[src/design/synth_cfg_pkg.sv]
// Constants for the dual-loop divider configuration store
package synth_cfg_pkg;
	// ----------------------------------------
	// Serial word layout
	// ----------------------------------------
	localparam int WORD_W = 22;
	localparam int DATA_W = 20;
	localparam int ADDR_W = 2;
	localparam int DATA_LSB = 2;
	// ----------------------------------------
	// Latch addresses
	// ----------------------------------------
	localparam logic [1:0] ADDR_SEC_REF = 2'h0;
	localparam logic [1:0] ADDR_SEC_FB = 2'h1;
	localparam logic [1:0] ADDR_PRI_REF = 2'h2;
	localparam logic [1:0] ADDR_PRI_FB = 2'h3;
	// ----------------------------------------
	// Reference word fields
	// ----------------------------------------
	localparam int RATIO_W = 15;
	localparam int RATIO_LSB = 0;
	localparam int DET_SENSE_BIT = 15;
	localparam int PUMP_BOOST_BIT = 16;
	localparam int PUMP_FLOAT_BIT = 17;
	localparam int PIN_SEL_LSB = 18;
	localparam int PIN_SEL_W = 2;
	// ----------------------------------------
	// Feedback word fields
	// ----------------------------------------
	localparam int SWALLOW_W = 5;
	localparam int SWALLOW_LSB = 0;
	localparam int PROGRAM_W = 13;
	localparam int PROGRAM_LSB = 5;
	localparam int MODULUS_BIT = 18;
	localparam int SHUTDOWN_BIT = 19;
	// ----------------------------------------
	// Reset values
	// ----------------------------------------
	localparam logic [19:0] WORD_RESET = 20'h00000;
	localparam logic [21:0] SHIFT_RESET = 22'h000000;
endpackage

[src/design/dual_pll_divider_config_regs.sv]
// Three-wire serial configuration store for two synthesizer loops
`timescale 1ns/1ps
module dual_pll_divider_config_regs
	import synth_cfg_pkg::*;
(
	input wire logic clk,
	input wire logic rstn,
	input wire logic serial_clk,
	input wire logic serial_data,
	input wire logic latch_strobe,
	output logic [RATIO_W-1:0] secondary_ref_ratio,
	output logic secondary_detector_sense,
	output logic secondary_pump_boost,
	output logic secondary_pump_float,
	output logic [PIN_SEL_W-1:0] secondary_pin_sel,
	output logic [RATIO_W-1:0] primary_ref_ratio,
	output logic primary_detector_sense,
	output logic primary_pump_boost,
	output logic primary_pump_float,
	output logic [PIN_SEL_W-1:0] primary_pin_sel,
	output logic [SWALLOW_W-1:0] secondary_swallow_count,
	output logic [PROGRAM_W-1:0] secondary_program_count,
	output logic secondary_modulus_sel,
	output logic secondary_shutdown_bit,
	output logic [SWALLOW_W-1:0] primary_swallow_count,
	output logic [PROGRAM_W-1:0] primary_program_count,
	output logic primary_modulus_sel,
	output logic primary_shutdown_bit
);
	// ----------------------------------------
	// Pin synchronisers
	// ----------------------------------------
	logic sclk_rise;
	logic strobe_rise;
	logic data_meta_q;
	logic data_sync_q;

	edge_sync u_sclk (
		.clk(clk),
		.rstn(rstn),
		.pin(serial_clk),
		.level(),
		.rise(sclk_rise)
	);

	edge_sync u_strobe (
		.clk(clk),
		.rstn(rstn),
		.pin(latch_strobe),
		.level(),
		.rise(strobe_rise)
	);

	// Data takes the same two stages as the clock so both stay aligned
	always_ff @(posedge clk) begin
		if (!rstn) begin
			data_meta_q <= 1'h0;
			data_sync_q <= 1'h0;
		end else begin
			data_meta_q <= serial_data;
			data_sync_q <= data_meta_q;
		end
	end

	// ----------------------------------------
	// Holding register
	// ----------------------------------------
	logic [WORD_W-1:0] shift_q;

	always_ff @(posedge clk) begin
		if (!rstn) begin
			shift_q <= SHIFT_RESET;
		end else if (sclk_rise) begin
			shift_q <= {shift_q[WORD_W-2:0], data_sync_q};
		end
	end

	// ----------------------------------------
	// Latch decode
	// ----------------------------------------
	function automatic logic hit(input logic [ADDR_W-1:0] sel, input logic [ADDR_W-1:0] code);
		hit = (sel == code);
	endfunction

	logic [ADDR_W-1:0] addr;
	logic [DATA_W-1:0] data;
	logic [DATA_W-1:0] sec_ref_q;
	logic [DATA_W-1:0] sec_fb_q;
	logic [DATA_W-1:0] pri_ref_q;
	logic [DATA_W-1:0] pri_fb_q;

	assign addr = shift_q[ADDR_W-1:0];
	assign data = shift_q[WORD_W-1:DATA_LSB];

	// Reset loads WORD_RESET (all zeros) into each word; the host must program each word before use
	always_ff @(posedge clk) begin
		if (!rstn) begin
			sec_ref_q <= WORD_RESET;
		end else if (strobe_rise && hit(addr, ADDR_SEC_REF)) begin
			sec_ref_q <= data;
		end
	end

	always_ff @(posedge clk) begin
		if (!rstn) begin
			pri_ref_q <= WORD_RESET;
		end else if (strobe_rise && hit(addr, ADDR_PRI_REF)) begin
			pri_ref_q <= data;
		end
	end

	always_ff @(posedge clk) begin
		if (!rstn) begin
			sec_fb_q <= WORD_RESET;
		end else if (strobe_rise && hit(addr, ADDR_SEC_FB)) begin
			sec_fb_q <= data;
		end
	end

	always_ff @(posedge clk) begin
		if (!rstn) begin
			pri_fb_q <= WORD_RESET;
		end else if (strobe_rise && hit(addr, ADDR_PRI_FB)) begin
			pri_fb_q <= data;
		end
	end

	// ----------------------------------------
	// Field outputs
	// ----------------------------------------
	// Ratio passes straight through; values below 2 are the host's fault
	assign secondary_ref_ratio = sec_ref_q[RATIO_LSB +: RATIO_W];
	assign primary_ref_ratio = pri_ref_q[RATIO_LSB +: RATIO_W];
	assign secondary_detector_sense = sec_ref_q[DET_SENSE_BIT];
	assign secondary_pump_boost = sec_ref_q[PUMP_BOOST_BIT];
	assign secondary_pump_float = sec_ref_q[PUMP_FLOAT_BIT];
	assign secondary_pin_sel = sec_ref_q[PIN_SEL_LSB +: PIN_SEL_W];
	assign primary_detector_sense = pri_ref_q[DET_SENSE_BIT];
	assign primary_pump_boost = pri_ref_q[PUMP_BOOST_BIT];
	assign primary_pump_float = pri_ref_q[PUMP_FLOAT_BIT];
	assign primary_pin_sel = pri_ref_q[PIN_SEL_LSB +: PIN_SEL_W];
	assign secondary_swallow_count = sec_fb_q[SWALLOW_LSB +: SWALLOW_W];
	assign secondary_program_count = sec_fb_q[PROGRAM_LSB +: PROGRAM_W];
	assign secondary_modulus_sel = sec_fb_q[MODULUS_BIT];
	assign secondary_shutdown_bit = sec_fb_q[SHUTDOWN_BIT];
	assign primary_swallow_count = pri_fb_q[SWALLOW_LSB +: SWALLOW_W];
	assign primary_program_count = pri_fb_q[PROGRAM_LSB +: PROGRAM_W];
	assign primary_modulus_sel = pri_fb_q[MODULUS_BIT];
	assign primary_shutdown_bit = pri_fb_q[SHUTDOWN_BIT];
endmodule

[src/design/edge_sync.sv]
// Two-stage synchroniser with rising-edge detect
`timescale 1ns/1ps
module edge_sync (
	input wire logic clk,
	input wire logic rstn,
	input wire logic pin,
	output logic level,
	output logic rise
);
	logic meta_q;
	logic sync_q;
	logic last_q;

	always_ff @(posedge clk) begin
		if (!rstn) begin
			meta_q <= 1'h0;
			sync_q <= 1'h0;
			last_q <= 1'h0;
		end else begin
			meta_q <= pin;
			sync_q <= meta_q;
			last_q <= sync_q;
		end
	end

	assign level = sync_q;
	assign rise = sync_q & ~last_q;
endmodule

[config.mk]
export PLATFORM = sky130hd
export DESIGN_NAME = dual_pll_divider_config_regs
export DESIGN_NICKNAME = d
export VERILOG_FILES = /design/src/design/synth_cfg_pkg.sv /design/src/design/dual_pll_divider_config_regs.sv /design/src/design/edge_sync.sv
export SDC_FILE = /design/constraint.sdc
export NUM_CORES = 1
export LEC_CHECK = 0
export BUFFER_PORTS_ARGS = -buffer_cell sky130_fd_sc_hd__buf_2
export CAP_MARGIN = 5
export CORE_MARGIN = 5
export CORE_UTILIZATION = 53
export CTS_CLUSTER_DIAMETER = 30
export DETAILED_ROUTE_END_ITERATION = 8
export PLACE_DENSITY = 0.75
export SLEW_MARGIN = 20
export SYNTH_ARGS = -nofsm -noshare
export SYNTH_HDL_FRONTEND = slang
export SYNTH_HIERARCHICAL = 1
export SYNTH_SLANG_ARGS = --single-unit
[constraint.sdc]
create_clock -name clk -period 1.4 [get_ports clk]
set_input_delay 0.28 -clock clk [delete_from_list [all_inputs] [get_ports clk]]
set_output_delay 0.28 -clock clk [all_outputs]
set_load 0.02 [all_outputs]
* After elaboration in Yosys (flattened, before gate mapping) *
Cells that the tools add are included.

word-level totals
  output and inout bits = 80
  bits of input ports = 5
  RAM bits = 0
  flip-flop bits (word level) = 110
  memory bits (read-only) = 0
  memories kept = 0
  word-level logic and storage cells = 25
  latch bits = 0

operators by class
  order comparisons = 0
  multiplexer cells = 0
  multipliers = 0
  div/mod/pow operators = 0
  add/sub/neg operators = 0
  reduce and logical (&&, ||, !) cells = 5
  bitwise operators = 4
  shifts and indexed selects = 0
  equality and inequality tests = 3

operators with widths
  cell                                           number
  == test 2 bit, second input constant           2
  logical AND 1 bit                              4
  AND 1 bit                                      2
  == test 2 x 1 -> 1 bit, second input constant  1
  zero test 2 bit                                1
  inverter 1 bit                                 2

* Longest topological paths before layout *
  depth in word-level cells = 3
  mapped depth = 5
  depth with buffers taken out = 3

* Modules after synthesis *
Netlist, hierarchy kept.

modules (own cells, without submodules)
  module                        instances  area an instance (µm²)  sequential area each (µm²)  cells each
  dual_pll_divider_config_regs  1          3,803.6                 2,082.0                     359
  edge_sync                     2          92.6                    60.1                        7

* Worst setup path after synthesis *
OpenSTA, ideal clock, no wires.

  path kind = reg2reg
  start point = reg u_sclk.sync_q (netlist: u_sclk/level)
  end point = reg shift_q[0]
  period minus slack after synthesis = 1.092 ns
  slack = 0.308 ns
  cell stages (with the launch flop) = 6
  required time = 1.284 ns
  buffers on the path = 2
  arrival = 0.976 ns
  cell sequence = dfxtp_1 nor2b_4 buf_2 buf_4 mux2i_1 nor2b_1

between the ends
  longest elaborated chain between the ends = 1

RTL lines
  what                    line                                RTL
  from (decl)             edge_sync.sv:11                     logic sync_q;
  from (signal assigned)  edge_sync.sv:21                     sync_q <= meta_q;
  AND 1 bit               edge_sync.sv:27                     assign rise = sync_q & ~last_q;
  net sclk_rise           dual_pll_divider_config_regs.sv:33  logic sclk_rise;
  to (signal assigned)    dual_pll_divider_config_regs.sv:74  shift_q <= {shift_q[WORD_W-2:0], data_sync_q};
  to (decl)               dual_pll_divider_config_regs.sv:68  logic [WORD_W-1:0] shift_q;

The timed path passes the listed nets, and every way through them passes these cells.
A chain may end at the register's enable or synchronous reset.

* Worst setup path in the final report *
  start point = reg u_strobe.sync_q (netlist: u_strobe/level)
  end point = reg sec_ref_q[9]

between the ends
  longest elaborated chain between the ends = 2

RTL lines
  what                    line                                 RTL
  from (decl)             edge_sync.sv:11
  from (signal assigned)  edge_sync.sv:21
  AND 1 bit               edge_sync.sv:27
  net strobe_rise         dual_pll_divider_config_regs.sv:34   logic strobe_rise;
  logical AND 1 bit       dual_pll_divider_config_regs.sv:99   end else if (strobe_rise && hit(addr, ADDR_SEC_REF)) begin
  to (signal assigned)    dual_pll_divider_config_regs.sv:100  sec_ref_q <= data;
  to (decl)               dual_pll_divider_config_regs.sv:87   logic [DATA_W-1:0] sec_ref_q;

The timed path passes the listed nets, and every way through them passes these cells.

==> results.toml <==
[synthesis]
synth_flop_cell = "dfxtp_1"
synth_top_area_share_pct = 55.21
seq_area_frac_synth_pct = 55.21
synth.avg_cell_area_um2 = 10.69
synth.cells.most_frequent = "dfxtp_1, mux2i_1, nand2_1, nor2b_1, buf_2"
synth_area_leader_cell = "dfxtp_1"
ys_seq_elements = 110
yosysUniqueCellTypes = 12
synth-edff-count = 0
post-synth-top-count-cell = "dfxtp_1"
synthArstFlopShare_pct = 0
yosysWarnings = 6
syn_area_um2 = 3989
syn-num-nets = 378
synthTopCellsByArea = "dfxtp_1, mux2i_1, nand2_1"
synthCells = 373

[die]
initial_core_util_pct = 54.70
die_w_um = 96.76
die-area_um2 = 9362
rows = 31
ioPinCount = 85
die_y_um = 96.76
core_um2 = 7292

[clocking]
clk_pin_slew_ns = 0.10
numCtsBuffers = 9
worstSkewPairLatency_ns = 0.36
h-tree-depth = 3
clock-root-buffer = "clkbuf_8"
cts_buffer_depth = 2
clock-sinks = 110
cts_resized = 0
cts_tree = "built"
cts.hold.buffers_added = 0
cts_setup_buffers = 0

[sta]
finalHoldViolCount = 0
worst_slack_ns = 0.1777
final.setup_skew_ns = 0.01160
fmax_ghz = 0.8181
fin_crit_sh_pct = 87.31
period_needed_ns = 1.222
slew_violations = 0
grt_setup_unrepaired = "false"
fin_setup_tns_ns = 0
finalSetupViolations = 0
whs_ns = 0.1222
max-slew-margin-rel_pct = 77.33
tightestPinTransition_ns = 0.3400

[detailed_routing]
drcViolationCount = 0
vias = 2783
drtPass1Iterations = 4
drt-wirelength-per-cell_um = 14.80
wirelength_um = 8288
first_iter_violations = 84
avgViaCountPerCell = 4.970
ant_nets = 0

[hold_path]
hold_path_class = "in2reg"
min_path_cells = 2

[critical_path]
arrival_ns = 1.51
crit_path_top_delay_cell = "dfxtp_1"
cp_max_fo = 20
max_stage_delay_ns = 0.34
cp-end-kind = "register"
ff2ff_path_depth = 4
path_cells = "nor2b_4 -> nor3b_4 -> buf_12 -> mux2i_1"
critPathTopFamily = "simple AND/OR/NAND/NOR gates"
path_buf_inv = 1
path_class = "reg2reg"
ff2ff_setup_slack_ns = 0.18
worstPathRequired_ns = 1.69
path_depth = 4
start_kind = "register"

[place]
pre_cts_ws_ns = 0.1808
hpwlAfterDp_um = 5860
port_buffers = 84
place_congestion = 0.7734

[layout]
fillCellCount = 606
multiInputGateArea_um2 = 1650
area_growth_pct = 19.79
antennaDiodeCount = 0
final-seq-area_um2 = 2202
drive_above_1_share_pct = 25.16
nets = 461

[global_route]
antenna_found_initial = 0
grt_pass1_wl_um = 13670
grt_use_met3_pct = 4.532
grt-busiest-layer = "met2"
grt.overflow.total = 0
met2_usage_pct = 27.18
grt_max_degree = 37
grtUsageTotal_pct = 17.68
use_met1_pct = 24.39
grt_pass1_vias = 2697

[power_and_ir_drop]
power.leakage_uw = 0.002335
p_per_area_nw_per_um2 = 1058
p_total_uw = 5055
ir_drop_uv = 654.0

[flow_run]
cap_violations = 0

[status]
status = "finished clean"
## layout by cell type (no fill, tap or decap), drive strengths merged
cell type,count
nand3,1
and2,8
dfxtp,110
nor2b,24
clkbuf,9
nand2,100
mux2i,102
clkinvlp,2
clkinv,3
buf,97
inv,2
nor3b,1
nand3b,2
## report_power, final
group / switching, uW / total [uW] / internal, uW
combinational: 86.2 / 163 / 76.6
clock: 1080 / 1750 / 669
sequential: 3.93 / 3140 / 3140
## final cells by class
type,count,share of cell area (%)
sequential,110,46.09
multi-input combinational,238,34.54
timing repair buffer,97,12.99
clock buffer,9,2.592
tap,99,2.592
clock inverter,7,1.205
## state kept, by name (all words and copies together), names as in the netlist, 20 cells and up
name and flops:
shift_q 22, pri_fb_q 20, pri_ref_q 20, sec_fb_q 20
sec_ref_q 20
## kinds of logic (layout without fill, tap and decap cells)
kind of cell	after synthesis	in the layout	share of synthesized area (%)
AND/OR/NAND/NOR	136	136	15.62
flip-flops	110	110	55.21
multiplexers	102	102	25.60
buffers and inverters	25	113	3.576
## path summary, 6_finish.rpt
check / from / to
setup reg to reg: u_strobe/level / sec_ref_q[9]
hold / removal: serial_data / data_meta_q
hold reg to reg: u_sclk/meta_q / u_sclk/level
setup / recovery: u_strobe/level / sec_ref_q[9]
## per-layer routing
layer,vias to the layer above,wire (um)
met3,5,302
met2,58,3741
met5,-,0
li1,1388,-
met1,1332,4170
met4,0,74
## stage by stage
| stage | utilization, % | instances | cell area (um^2) |
|---|---|---|---|
| after global routing | 65.53 | 560 | 4778 |
| after CTS | 65.53 | 560 | 4778 |
| after floorplan | - | 373 | 3989 |
| after global placement | 63.04 | 544 | 4597 |
| final | 65.53 | 560 | 4778 |
| after detailed placement | 63.04 | 544 | 4597 |
No activity file was read; power rests on OpenSTA's default activity.
